[src/hdl/tmau_pkg.sv]
// Purpose: constants and types for the translation miss assist unit
// Assumes: big-endian bit n of a 32-bit word sits at index 31-n
// Notes:   rule summary below
//
// Functional notes
// - Instruction fetch miss in instruction buffer vectors to offset 0x1000.
// - Load miss in data buffer vectors to offset 0x1100.
// - Store miss, or store hit with changed bit clear, vectors to 0x1200.
// - Miss loads the instruction or data miss address with the full address.
// - Miss builds the compare word software matches against entry word one.
// - Miss computes primary and secondary group addresses from the miss address.
// - Entry loads write compare and physical words into entry picked by address, way.
// - Any miss sets the temporary register select bit.
// - Return restores machine state from saved status, clearing temporary select.
// - Miss copies condition field zero into saved bits 0-3; software restores it.
// - Saved bit 13 marks instruction miss; bit 15 marks data load miss.
// - Saved bit 14 holds replacement way; software may override; loads use it.
// - Saved bit 12 holds supervisor key if problem state clear, else user key.
// - Support registers are supervisor only; user access raises privilege fault.
// - Any exception entry clears both translation enable bits.
// - Compare word: bit 0 set, bit 25 clear, id bits 1-24, page index 26-31.
// - Group address bits 0-6 from table base origin, low six bits zero.
package tmau_pkg;

	localparam logic [31:0] TMAU_VEC_INSTR_MISS_ADDRESS  = 32'h0000_1000;
	localparam logic [31:0] TMAU_VEC_DLOAD  = 32'h0000_1100;
	localparam logic [31:0] TMAU_VEC_DSTORE = 32'h0000_1200;

	// Little-endian indices of big-endian bit numbers
	localparam int TMAU_SS_KEY   = 31 - 12;
	localparam int TMAU_SS_INSTR = 31 - 13;
	localparam int TMAU_SS_WAY   = 31 - 14;
	localparam int TMAU_SS_LOAD  = 31 - 15;
	localparam int TMAU_MS_TEMP_REGISTER_SELECT  = 31 - 14;
	localparam int TMAU_MS_PR    = 31 - 17;
	localparam int TMAU_MS_IR    = 31 - 26;
	localparam int TMAU_MS_DR    = 31 - 27;

	localparam logic [31:0] TMAU_MS_RESET = 32'h0000_0000;
	localparam logic [31:0] TMAU_SS_RESET = 32'h0000_0000;
	localparam logic [31:0] TMAU_W_RESET  = 32'h0000_0000;
	localparam logic [15:0] TMAU_SS_LOW_MASK = 16'hFFFF;

	// Special register selects
	typedef enum logic [3:0] {
		TMAU_SEL_INSTR_MISS_ADDRESS = 4'h0,
		TMAU_SEL_DATA_MISS_ADDRESS = 4'h1,
		TMAU_SEL_INSTR_COMPARE_WORD  = 4'h2,
		TMAU_SEL_DATA_COMPARE_WORD  = 4'h3,
		TMAU_SEL_PRIM  = 4'h4,
		TMAU_SEL_SEC   = 4'h5,
		TMAU_SEL_PHYS  = 4'h6,
		TMAU_SEL_SAVED = 4'h7,
		TMAU_SEL_MSTAT = 4'h8,
		TMAU_SEL_TBASE = 4'h9
	} tmau_sel_t;

	typedef struct packed {
		logic        req;
		logic        we;
		tmau_sel_t   sel;
		logic [31:0] wdata;
	} tmau_spr_req_t;

	typedef struct packed {
		logic        instr;
		logic        data;
		logic [4:0]  index;
		logic        way;
		logic [31:0] cmp;
		logic [31:0] phys;
	} tmau_tlbw_t;

endpackage

[src/hdl/tmau_top.sv]
// Purpose: translation miss assist: vectors, captured words, saved status, entry loads
// Assumes: all inputs synchronous to REF_CLK; one event per cycle from the core
// Notes:   hashing is a plain fold; page fault handling lives in software
`timescale 1ns/1ps
`default_nettype none
module tmau_top
	import tmau_pkg::*;
(
	input  wire logic          REF_CLK,
	input  wire logic          RST_N,
	input  wire logic          IFETCH_MISS,
	input  wire logic          DATA_MISS,
	input  wire logic          DATA_STORE_C0,
	input  wire logic          DATA_IS_LOAD,
	input  wire logic          OTHER_EXC,
	input  wire logic          RFI,
	input  wire logic [31:0]   MISS_EA,
	input  wire logic [23:0]   SEGMENT_VIRTUAL_ID,
	input  wire logic          SUPERVISOR_KEY,
	input  wire logic          USER_KEY,
	input  wire logic [3:0]    CONDITION_FIELD_ZERO,
	input  wire logic          INSTR_LRU_WAY,
	input  wire logic          DATA_LRU_WAY,
	input  wire tmau_spr_req_t SPR_REQ,
	input  wire logic          ILOAD_REQ,
	input  wire logic          DLOAD_REQ,
	input  wire logic [31:0]   LOAD_EA,
	output logic               EXC_TAKEN,
	output logic [31:0]        EXC_VECTOR,
	output logic [31:0]        SPR_RDATA,
	output logic               PRIV_FAULT,
	output logic [31:0]        MACHINE_STATE,
	output logic               TEMP_REGISTER_SELECT,
	output tmau_tlbw_t         TLB_WRITE
);

	// ----------------------------------------------------------------
	// Helpers
	// ----------------------------------------------------------------
	function automatic logic [31:0] group_addr(input logic [31:0] tbase,
		input logic [18:0] hashed);
		group_addr = {tbase[31:25], hashed, 6'h00};
	endfunction

	function automatic logic [18:0] primary_hash(input logic [23:0] segment_virtual_id,
		input logic [31:0] ea);
		primary_hash = segment_virtual_id[18:0] ^ {3'h0, ea[27:12]};
	endfunction

	// ----------------------------------------------------------------
	// State
	// ----------------------------------------------------------------
	logic [31:0] instr_miss_address_r, instr_miss_address_nxt, data_miss_address_r, data_miss_address_nxt;
	logic [31:0] instr_compare_word_r, instr_compare_word_nxt, data_compare_word_r, data_compare_word_nxt;
	logic [31:0] prim_r, prim_nxt, sec_r, sec_nxt;
	logic [31:0] phys_r, phys_nxt, saved_r, saved_nxt;
	logic [31:0] mstat_r, mstat_nxt, tbase_r, tbase_nxt;
	logic        exc_r, exc_nxt;
	logic [31:0] vec_r, vec_nxt, rdata_r, rdata_nxt;
	logic        fault_r, fault_nxt;
	tmau_tlbw_t  tlbw_r, tlbw_nxt;

	logic        any_miss;
	logic        data_miss_address_ev;
	logic [31:0] cmp_word;
	logic [18:0] hash_p;
	logic        user_mode;

	// ----------------------------------------------------------------
	// Next state
	// ----------------------------------------------------------------
	always_comb begin
		user_mode = mstat_r[TMAU_MS_PR];
		data_miss_address_ev  = DATA_MISS | DATA_STORE_C0;
		any_miss  = IFETCH_MISS | data_miss_address_ev;
		cmp_word  = {1'b1, SEGMENT_VIRTUAL_ID, 1'b0, MISS_EA[27:22]};
		hash_p    = primary_hash(SEGMENT_VIRTUAL_ID, MISS_EA);

		instr_miss_address_nxt = instr_miss_address_r;
		data_miss_address_nxt = data_miss_address_r;
		instr_compare_word_nxt  = instr_compare_word_r;
		data_compare_word_nxt  = data_compare_word_r;
		prim_nxt  = prim_r;
		sec_nxt   = sec_r;
		phys_nxt  = phys_r;
		saved_nxt = saved_r;
		mstat_nxt = mstat_r;
		tbase_nxt = tbase_r;
		exc_nxt   = 1'b0;
		vec_nxt   = vec_r;
		rdata_nxt = rdata_r;
		fault_nxt = 1'b0;
		tlbw_nxt  = tlbw_r;
		tlbw_nxt.instr = 1'b0;
		tlbw_nxt.data  = 1'b0;

		// Special register access; user level is refused outright
		if (SPR_REQ.req) begin
			if (user_mode) begin
				fault_nxt = 1'b1;
			end else begin
				case (SPR_REQ.sel)
					TMAU_SEL_INSTR_MISS_ADDRESS: rdata_nxt = instr_miss_address_r;
					TMAU_SEL_DATA_MISS_ADDRESS: rdata_nxt = data_miss_address_r;
					TMAU_SEL_INSTR_COMPARE_WORD:  rdata_nxt = instr_compare_word_r;
					TMAU_SEL_DATA_COMPARE_WORD:  rdata_nxt = data_compare_word_r;
					TMAU_SEL_PRIM:  rdata_nxt = prim_r;
					TMAU_SEL_SEC:   rdata_nxt = sec_r;
					TMAU_SEL_PHYS:  rdata_nxt = phys_r;
					TMAU_SEL_SAVED: rdata_nxt = saved_r;
					TMAU_SEL_MSTAT: rdata_nxt = mstat_r;
					TMAU_SEL_TBASE: rdata_nxt = tbase_r;
					default:        rdata_nxt = TMAU_W_RESET;
				endcase
				// Miss, compare and group words are read-only
				if (SPR_REQ.we) begin
					case (SPR_REQ.sel)
						TMAU_SEL_PHYS:  phys_nxt  = SPR_REQ.wdata;
						TMAU_SEL_SAVED: saved_nxt = SPR_REQ.wdata;
						TMAU_SEL_MSTAT: mstat_nxt = SPR_REQ.wdata;
						TMAU_SEL_TBASE: tbase_nxt = SPR_REQ.wdata;
						default:        phys_nxt  = phys_r;
					endcase
				end
			end
		end

		// Entry loads use the saved way bit, including any software override
		if (ILOAD_REQ | DLOAD_REQ) begin
			if (user_mode) begin
				fault_nxt = 1'b1;
			end else begin
				tlbw_nxt.instr = ILOAD_REQ;
				tlbw_nxt.data  = DLOAD_REQ & ~ILOAD_REQ;
				tlbw_nxt.index = LOAD_EA[16:12];
				tlbw_nxt.way   = saved_r[TMAU_SS_WAY];
				tlbw_nxt.cmp   = ILOAD_REQ ? instr_compare_word_r : data_compare_word_r;
				tlbw_nxt.phys  = phys_r;
			end
		end

		// Return restores state; upper saved bits never reach machine state
		if (RFI) begin
			mstat_nxt = {16'h0000, saved_r[15:0] & TMAU_SS_LOW_MASK};
		end

		// Exception entry; instruction miss wins over a same-cycle data miss
		if (any_miss) begin
			exc_nxt = 1'b1;
			saved_nxt = {CONDITION_FIELD_ZERO, 8'h00, 4'h0, mstat_r[15:0]};
			saved_nxt[TMAU_SS_KEY] = user_mode ? USER_KEY : SUPERVISOR_KEY;
			prim_nxt = group_addr(tbase_r, hash_p);
			sec_nxt  = group_addr(tbase_r, ~hash_p);
			if (IFETCH_MISS) begin
				vec_nxt  = TMAU_VEC_INSTR_MISS_ADDRESS;
				instr_miss_address_nxt = MISS_EA;
				instr_compare_word_nxt  = cmp_word;
				saved_nxt[TMAU_SS_INSTR] = 1'b1;
				saved_nxt[TMAU_SS_WAY]   = INSTR_LRU_WAY;
			end else begin
				data_miss_address_nxt = MISS_EA;
				data_compare_word_nxt  = cmp_word;
				saved_nxt[TMAU_SS_WAY] = DATA_LRU_WAY;
				if (DATA_MISS & DATA_IS_LOAD) begin
					vec_nxt = TMAU_VEC_DLOAD;
					saved_nxt[TMAU_SS_LOAD] = 1'b1;
				end else begin
					vec_nxt = TMAU_VEC_DSTORE;
				end
			end
			mstat_nxt = mstat_r;
			mstat_nxt[TMAU_MS_TEMP_REGISTER_SELECT] = 1'b1;
			mstat_nxt[TMAU_MS_IR]   = 1'b0;
			mstat_nxt[TMAU_MS_DR]   = 1'b0;
		end else if (OTHER_EXC) begin
			// Builds on any same-cycle return so the scratch select stays cleared
			mstat_nxt[TMAU_MS_IR] = 1'b0;
			mstat_nxt[TMAU_MS_DR] = 1'b0;
		end
	end

	// ----------------------------------------------------------------
	// Registers
	// ----------------------------------------------------------------
	always_ff @(posedge REF_CLK) begin
		if (!RST_N) begin
			instr_miss_address_r <= TMAU_W_RESET;
			data_miss_address_r <= TMAU_W_RESET;
			instr_compare_word_r  <= TMAU_W_RESET;
			data_compare_word_r  <= TMAU_W_RESET;
			prim_r  <= TMAU_W_RESET;
			sec_r   <= TMAU_W_RESET;
			phys_r  <= TMAU_W_RESET;
			saved_r <= TMAU_SS_RESET;
			mstat_r <= TMAU_MS_RESET;
			tbase_r <= TMAU_W_RESET;
			exc_r   <= 1'b0;
			vec_r   <= TMAU_W_RESET;
			rdata_r <= TMAU_W_RESET;
			fault_r <= 1'b0;
			tlbw_r  <= '0;
		end else begin
			instr_miss_address_r <= instr_miss_address_nxt;
			data_miss_address_r <= data_miss_address_nxt;
			instr_compare_word_r  <= instr_compare_word_nxt;
			data_compare_word_r  <= data_compare_word_nxt;
			prim_r  <= prim_nxt;
			sec_r   <= sec_nxt;
			phys_r  <= phys_nxt;
			saved_r <= saved_nxt;
			mstat_r <= mstat_nxt;
			tbase_r <= tbase_nxt;
			exc_r   <= exc_nxt;
			vec_r   <= vec_nxt;
			rdata_r <= rdata_nxt;
			fault_r <= fault_nxt;
			tlbw_r  <= tlbw_nxt;
		end
	end

	// ----------------------------------------------------------------
	// Outputs
	// ----------------------------------------------------------------
	assign EXC_TAKEN            = exc_r;
	assign EXC_VECTOR           = vec_r;
	assign SPR_RDATA            = rdata_r;
	assign PRIV_FAULT           = fault_r;
	assign MACHINE_STATE        = mstat_r;
	assign TEMP_REGISTER_SELECT = mstat_r[TMAU_MS_TEMP_REGISTER_SELECT];
	assign TLB_WRITE            = tlbw_r;

endmodule // tmau_top
`default_nettype wire

[config.mk]
export PLATFORM = sky130hd
export DESIGN_NAME = tmau_top
export DESIGN_NICKNAME = d
export VERILOG_FILES = /design/src/hdl/tmau_pkg.sv /design/src/hdl/tmau_top.sv
export SDC_FILE = /design/constraint.sdc
export NUM_CORES = 1
export LEC_CHECK = 0
export ABC_CLOCK_PERIOD_IN_PS = 2050
export BUFFER_PORTS_ARGS = -buffer_cell sky130_fd_sc_hd__buf_2
export CORE_MARGIN = 3
export CORE_UTILIZATION = 56
export DETAILED_ROUTE_END_ITERATION = 8
export PLACE_DENSITY = 0.8
export SETUP_SLACK_MARGIN = 0.1
export SLEW_MARGIN = 20
export SYNTH_ARGS = -nofsm -noshare
export SYNTH_HDL_FRONTEND = slang
export SYNTH_SLANG_ARGS = --single-unit
[constraint.sdc]
create_clock -name REF_CLK -period 2.05 [get_ports REF_CLK]
set_input_delay 0.205 -clock REF_CLK [delete_from_list [all_inputs] [get_ports REF_CLK]]
set_output_delay 0.205 -clock REF_CLK [all_outputs]
set_load 0.01 [all_outputs]
Yosys cells after proc, flatten, opt, wreduce, memory -nomap -nowiden
Index checks and enable logic that the tools add are counted.

Input port bits: 144. Bits in writable memories: 0. Latch bits: 0. Bits in registers: 444. Memory bits (read-only): 0. Memories kept: 0. Logic and storage cells: 99.

Magnitude comparators: 0. Shift operators: 0. Mux-type cells: 25. Bitwise gates (word level): 13. Divide/modulo/power cells: 0. $mul: 0. Equality and inequality tests: 12. $add $sub $neg: 0. Reduce and logical (&&, ||, !) cells: 25.

Operators with widths (number): $mux W32 (12); $pmux W32 S10 (1); $reduce_and A4 Y1 (6); $not A19 Y19 (1); $xor A19 B16 Y19 (1); $eq A4 B3 Y1 const B (4); $mux W12 (1); $reduce_bool A2 Y1 (6); $mux W1 (10); $mux W10 (1); $reduce_and A2 Y1 (5); $reduce_bool A3 Y1 (3); $eq A4 B2 Y1 const B (2); $eq A4 B4 Y1 const B (2); $not A1 Y1 (6); $reduce_or A3 Y1 (2); $reduce_and A5 Y1 (1); $eq A4 B1 Y1 const B (1); $logic_not A4 Y1 (1); $ne A3 B2 Y1 const B (1); $or A1 B1 Y1 (3); $and A1 B1 Y1 (2); $ne A2 B1 Y1 const B (1); $ne A2 B2 Y1 const B (1); $reduce_or A2 Y1 (1).

Logic depth before layout (Yosys ltp)
Gate-level depths: netlist of run 1.

Depth in word-level cells: 7. Depth in mapped cells: 8. Mapped depth without buffers: 4.

Worst setup path after synthesis of run 1
OpenSTA, ideal clock, no wires.

Path kind: flip-flop to flip-flop. Start: reg mstat_r[14], in the netlist MACHINE_STATE[14]. End: reg mstat_r[6], in the netlist MACHINE_STATE[6]. Clock period less this slack: 1578 ps. Stages on the path, launching flop included: 7. Setup slack: 472 ps. Data required time: 1980 ps. Arrival: 1507 ps. Cell sequence: dfxtp_1 -> and3b_1 -> clkbuf_1 -> a21oi_1 -> clkbuf_1 -> o21ai_0 -> a21oi_1.

Word-level cells in the longest chain between the ends: 2.

Ends and longest elaborated chain: from (decl) (line tmau_top.sv:57) `logic [31:0] mstat_r, mstat_nxt, tbase_r, tbase_nxt;`; from (signal assigned) (line tmau_top.sv:211) `mstat_r <= mstat_nxt;`; $ne A2 B2 Y1 (no line); $reduce_and A5 Y1 (no line).

No other way between the ends. A chain may end at the register's enable or synchronous reset.

Worst setup path in the final report of run 1
Start: reg mstat_r[14], in the netlist MACHINE_STATE[14]. End: reg saved_r[11].

Word-level cells in the longest chain between the ends: 2.

Ends and longest elaborated chain: $ne A2 B1 Y1 (no line); $reduce_and A4 Y1 (no line); to (signal assigned) (line tmau_top.sv:210) `saved_r <= saved_nxt;`; to (decl) (line tmau_top.sv:56) `logic [31:0] phys_r, phys_nxt, saved_r, saved_nxt;`.

No other way between the ends.

==> metrics.yaml, run 1 <==
sta:
  maxSlewViolCount: 0
  final_hold_viol_count: 0
  finalSetupViolCount: 0
  fin_crit_ns: 1.87
  finalCritPeriodShare: 0.912
  tns_ns: 0
  rsz0062_at_grt: "false"
  slew_headroom: 0.315
  clock_skew_ns: 0.00942
  finalWorstSetupSlack_ns: 0.180
  tightest_slew_ns: 1.03
  max_freq_mhz: 535
synthesis:
  synthSimpleGateAreaFrac: 0.189
  synth_top_area_share: 0.458
  synthMuxAreaShare: 0.0769
  synth_seq_area_share: 0.458
  synth_top_family_by_area: "compound AO/OA/AOI/OAI gates"
  yosysWarnings: 0
  ys_top_cells_by_count: "431 x nand2_1, 395 x dfxtp_1, 242 x a21oi_1"
  synth_cells: 2078
  synthArstFlopShare: 0
  synth_edf_count: 0
  synth-xor-area-share: 0.00811
  netlist-cell-type-count: 75
  synth_area_per_cell_sq_um: 8.31
  synth_top_area_cell: "dfxtp_1"
  synth_fa_ha_area_frac: 0
  ys.flop_type: "dfxtp_1"
  synth-seq-cells: 395
  synth-compound-area-share: 0.207
  yosys-top-cells-area: "dfxtp_1 46%, nand2_1 9.4%, a21oi_1 7.0%"
  yosysMostFrequentCell: "nand2_1"
  netlist_area_sq_um: 17300
routing:
  drc: 0
  num_vias: 17800
  drt_iter0_markers: 2374
  viasPerCell: 6.28
  wl_per_cell_um: 22.9
  postRouteAntennaNets: 0
  routed_wl_mm: 64.8
  dr.pass1.iters: 6
worst_setup_path:
  crit_fanout: 15
  worst_path_max_delay_cell: "nand3b_1"
  critPathMaxStageDelay_ns: 0.44
  critical_path_class: "reg2reg"
  worstSetupStartpointType: "flip-flop"
  cp_cell_sequence: "nand3b_1 -> nor2_2 -> buf_4 -> nand2_1 -> a311oi_1"
  end_kind: "flip-flop"
  arrival_ns: 2.28
  crit_required_ns: 2.46
layout:
  drive_gt1_frac: 0.193
  regArea_sq_um: 7910
  fill_cells: 2261
  multi_input_area_sq_um: 8490
  syn_to_final_growth_pct: 25.5
  fin_cells: 2827
  fin_util: 0.722
  fin_nets: 2550
grt:
  grt-ovfl-total: 0
  grt_pass1_wl_mm: 97.2
  grt_usage: 0.371
  antenna_found_initial: 2
  grt_pass1_vias: 16900
  grt_max_degree: 172
die:
  die_area_sq_um: 33000
  core.rowCount: 63
  start_util: 0.575
  core_sq_um: 30000
  die_w_um: 182
  die_y_um: 182
  ioPinCount: 315
power:
  ir_worst_vdd_mv: 0.737
  p_leak_nw: 8.72
  p_per_area_nw_per_um2: 834
cts:
  clockBufferDepth: 3
  cts_max_level: 2
  clk_latency_ns: 0.53
  cts-root-buf: "clkbuf_16"
  cts.sinks: 395
  clk_pin_slew_worst_paths_ns: 0.06
  numCtsBuffers: 41
  cts_tree: "done"
placed_design:
  dp.cells: 2655
  portBuffers: 257
  place_ws_ns: 0.0189
  dpl.hpwl_mm: 43.0
  gp_congestion: 0.997
run_status:
  outcome: "complete, no violations"
worst_hold_path:
  min_path_type: "in2reg"
run:
  max_cap_violations: 0
[repair_timing]
action	in CTS	in global routing
gates resized for setup	0	3
buffers inserted	0	0
hold buffers	98	0
setup endpoints to repair	0	26
endpoints found under the hold margin	225	0
[registers in the layout, summed over array words and instances, names as in the netlist]
signal,cells
EXC_TAKEN,1
EXC_VECTOR,3
MACHINE_STATE,32
PRIV_FAULT,1
SPR_RDATA,32
TLB_WRITE,71
data_compare_word_r,25
data_miss_address_r,32
instr_compare_word_r,25
instr_miss_address_r,32
phys_r,32
prim_r,19
saved_r,32
sec_r,26
tbase_r,32
[power by group]
| part | total [mW] | switching, mW | internal, mW |
|---|---|---|---|
| Sequential | 8.20 | 0.218 | 7.98 |
| Clock | 7.73 | 3.13 | 4.60 |
| Combinational | 2.13 | 1.31 | 0.820 |
| Total | 18.1 | 4.67 | 13.4 |
[per-layer routing]
layer | wire length [um] | up-vias | GRT usage
met5 | 17 | - | 0
met1 | 24800 | 8413 | 0.482
li1 | - | 7851 | -
met3 | 7220 | 252 | 0.0649
met2 | 29300 | 1248 | 0.601
met4 | 3480 | 2 | 0.178
[worst paths after layout]
kind,depth (start not counted),start,end,slack (ns)
setup / recovery,5,MACHINE_STATE[14]$_SDFFE_PN0P_,saved_r[11]$_SDFFE_PN0P_,0.18
hold / removal,3,MISS_EA[25],data_miss_address_r[25]$_SDFFE_PN0P_,0.01
setup reg to reg,5,MACHINE_STATE[14]$_SDFFE_PN0P_,saved_r[11]$_SDFFE_PN0P_,0.18
hold reg to reg,2,SPR_RDATA[31]$_SDFFE_PN0P_,SPR_RDATA[31]$_SDFFE_PN0P_,0.45
[logic make-up (layout without fill, tap and decap cells)]
family | Yosys count | count (layout)
and+or+nand+nor | 753 | 753
AOI/OAI and AO/OA | 568 | 568
DFF | 395 | 395
buffers and inverters | 218 | 547
muxes | 127 | 127
xor gates and xnor gates | 16 | 16
other | 1 | 31
[per-stage QoR]
step | power (mW) | cell area, sq um | hold slack, ns
after floorplan | 9.42 | 17400 | 0.277
after global placement | 10.2 | 19300 | 0.420
after detailed placement | 10.3 | 19300 | 0.413
after CTS | 18.0 | 21600 | 0.00569
after global routing | 18.5 | 21700 | 0.0234
final | 18.1 | 21700 | 0.0148
[layout make-up]
type,count,area share
flip-flops and latches,395,0.365
diodes,1,0.000115
clock buffers,59,0.0575
well taps,390,0.0225
repair buffers,463,0.154
clock inverters,14,0.00699
multi-input cells,1494,0.392
inverters,11,0.00225
[worst max-delay path, delay by kind of cell (launching register included)]
family / cells / cell delay (ns)
and+or+nand+nor: 3 / 0.76
DFF: 1 / 0.38
buffers and inverters: 1 / 0.28
AOI/OAI and AO/OA: 1 / 0.33
[placed cells by master, fill, tap and decap left out, drive strengths merged, types with 12 or more instances in the layout]
cell / netlist / final
o21ai: 75 / 75
nor2: 198 / 198
inv: 11 / 12
a21oi: 243 / 243
dlygate4sd3: 0 / 98
mux2i: 117 / 117
and2: 20 / 20
buf: 94 / 365
dfxtp: 395 / 395
o22a: 16 / 16
a211oi: 58 / 58
nand3b: 15 / 15
a22o: 19 / 19
nand2: 431 / 431
a22oi: 62 / 62
clkbuf: 113 / 59
a311oi: 22 / 22
nand2b: 13 / 13
xor2: 16 / 16
conb: 1 / 30
a31oi: 17 / 17
Note: power is estimated with default switching activity, not from simulation.
==> run 2: changes to the inputs <==
--- a/config.mk
+++ b/config.mk
@@ -8,9 +8,10 @@
 export ABC_CLOCK_PERIOD_IN_PS = 2050
 export BUFFER_PORTS_ARGS = -buffer_cell sky130_fd_sc_hd__buf_2
 export CORE_MARGIN = 3
-export CORE_UTILIZATION = 56
+export CORE_UTILIZATION = 58
+export CTS_BUF_LIST = sky130_fd_sc_hd__clkbuf_8
 export DETAILED_ROUTE_END_ITERATION = 8
-export PLACE_DENSITY = 0.8
+export PLACE_DENSITY = 0.83
 export SETUP_SLACK_MARGIN = 0.1
 export SLEW_MARGIN = 20
 export SYNTH_ARGS = -nofsm -noshare
==> run 2 against run 1 <==
Net effect:
- register-to-register slack got worse by 0.03 ns
- sequential cell count unchanged
- first-iteration DRC count decreased by 4.4%
- setup slack got worse by 0.14 ns
- critical path depth increased by 3
- critical endpoint is now MACHINE_STATE[26]$_SDFFE_PN0P_
- largest cell class unchanged
- highest routed layer unchanged
==> metrics.yaml, run 2 (same netlist as run 1, synthesis figures left out) <==
run_status:
  outcome: "complete, no violations"
cts:
  cts-root-buf: "clkbuf_8"
  numCtsBuffers: 61
  cts_max_level: 2
  clk_pin_slew_worst_paths_ns: 0.06
  cts_setup_buffers: 0
  clockBufferDepth: 3
  clk_latency_ns: 0.61
  cts_tree: "done"
  cts.sinks: 395
power:
  p_seq_frac: 0.469
  pwr-share-clk: 0.408
  p_int_mw: 12.8
  swShare: 0.270
  ir_worst_vdd_mv: 0.696
  p_per_area_nw_per_um2: 807
  p_leak_nw: 8.81
  combPwrFrac: 0.123
  p_sw_mw: 4.72
routing:
  dr.pass1.iters: 6
  drc: 0
  viasPerCell: 6.26
  num_vias: 18000
  drt_iter0_markers: 2270
  routed_wl_mm: 66.4
  wl_per_cell_um: 23.1
  postRouteAntennaNets: 0
grt:
  antenna_found_initial: 3
  grt_pass1_vias: 17300
  grt_max_degree: 132
  grt-ovfl-total: 0
  grt_usage: 0.400
  grt_pass1_wl_mm: 98.0
layout:
  multi_input_area_sq_um: 8490
  drive_gt1_frac: 0.202
  fin_cells: 2869
  final_cell_mix: "431 x nand2_1, 395 x dfxtp_1, 255 x buf_2"
  fill_cells: 2060
  regArea_sq_um: 7910
  largest_reg_flops: 71
  design_area_sq_um: 21700
  syn_to_final_growth_pct: 25.6
  fin_nets: 2576
  final_common_cell: "nand2_1"
worst_setup_path:
  critical_path_class: "in2reg"
  end_kind: "flip-flop"
  arrival_ns: 2.50
  crit_fanout: 11
  rrSetupSlack_ns: 0.15
  worstSetupStartpointType: "input pin"
  worst_path_max_delay_cell: "dlygate4sd3_1"
  ff2ff_path_depth: 5
  critPathMaxStageDelay_ns: 0.56
  cp_cell_sequence: "dlygate4sd3_1 -> buf_2 -> nor3_2 -> buf_12 -> and4_1 -> buf_4 -> nand2_1 -> a21oi_1"
  r2r_start: "MACHINE_STATE[14]$_SDFFE_PN0P_"
  crit_family: "buffers and inverters"
  rr_endpoint: "MACHINE_STATE[26]$_SDFFE_PN0P_"
  cp.buffers_inverters: 4
  crit_required_ns: 2.54
sta:
  finalCritPeriodShare: 0.980
  clock_skew_ns: 0.0333
  tns_ns: 0
  fin_crit_ns: 2.01
  rsz0062_at_grt: "true"
  maxSlewViolCount: 0
  finalWorstSetupSlack_ns: 0.0404
  whs_ns: 0.0802
  tightest_slew_ns: 1.01
  slew_headroom: 0.327
  final_hold_viol_count: 0
  finalSetupViolCount: 0
  max_freq_mhz: 498
worst_hold_path:
  min_path_type: "in2reg"
  hp-start: "SPR_REQ[37]"
  whs_path_depth: 3
  worstHoldEndpoint: "PRIV_FAULT$_SDFF_PN0_"
placed_design:
  dpl.hpwl_mm: 42.5
  portBuffers: 257
  dp.cells: 2646
  gp_congestion: 0.984
  place_ws_ns: 0.0686
  place_area_sq_um: 19200
die:
  core.rowCount: 62
  die_w_um: 179
  core_sq_um: 29000
  start_util: 0.595
  ioPinCount: 315
  die_y_um: 179
  die_area_sq_um: 31900
run:
  max_cap_violations: 0
## run 2: final cells by class
class / instances / share of cell area
multi-input cells: 1494 / 0.391
flip-flops and latches: 395 / 0.365
repair buffers: 469 / 0.157
clock buffers: 83 / 0.0527
well taps: 384 / 0.0221
clock inverters: 31 / 0.0100
inverters: 11 / 0.00225
diodes: 2 / 0.000231
## run 2: layer usage
metal	part of all wire	up-vias	GRT usage
met5	0.00036	-	0
met4	0.064	4	0.227
met3	0.11	320	0.0819
met2	0.46	1321	0.654
met1	0.37	8389	0.491
li1	-	7926	-
## run 2: worst max-delay path by stage
stage                                          end  slack, ns                      startpoint  cells after the start
global route        MACHINE_STATE[26]$_SDFFE_PN0P_       0.05                     IFETCH_MISS                      8
floorplan            MACHINE_STATE[6]$_SDFFE_PN0P_       0.47  MACHINE_STATE[14]$_SDFFE_PN0P_                      6
finish              MACHINE_STATE[26]$_SDFFE_PN0P_       0.04                   DATA_STORE_C0                      8
detailed placement  MACHINE_STATE[10]$_SDFFE_PN0P_       0.07                     SPR_REQ[33]                      6
global placement    MACHINE_STATE[10]$_SDFFE_PN0P_       0.18                     SPR_REQ[33]                      7
CTS                 MACHINE_STATE[10]$_SDFFE_PN0P_       0.15  MACHINE_STATE[14]$_SDFFE_PN0P_                      4
## run 2: per-stage QoR
step           power, mW  utilization
4_1_cts             17.4        0.747
5_1_grt             18.0        0.748
3_5_place_dp        10.3        0.663
3_3_place_gp        10.2        0.663
2_1_floorplan       9.42            -
6_report            17.5        0.748
## run 2: worst min-delay path: stages
cell     delay (ns)
buf_2          0.14
buf_4          0.16
o311a_1        0.16
## run 2: power by group through the flow
stage / Combinational [mW] / Sequential (mW) / Clock, mW
floorplan: 1.09 / 8.33 / 0
finish: 2.15 / 8.21 / 7.15
global placement: 1.85 / 8.34 / 0
detailed placement: 1.89 / 8.36 / 0
CTS: 2.06 / 8.19 / 7.14
global route: 2.27 / 8.22 / 7.53
## run 2: repair_timing
action / CTS / global route
setup endpoints to repair: 0 / 26
gates resized for setup: 0 / 3
hold buffers: 107 / 0
endpoints found under the hold margin: 243 / 0
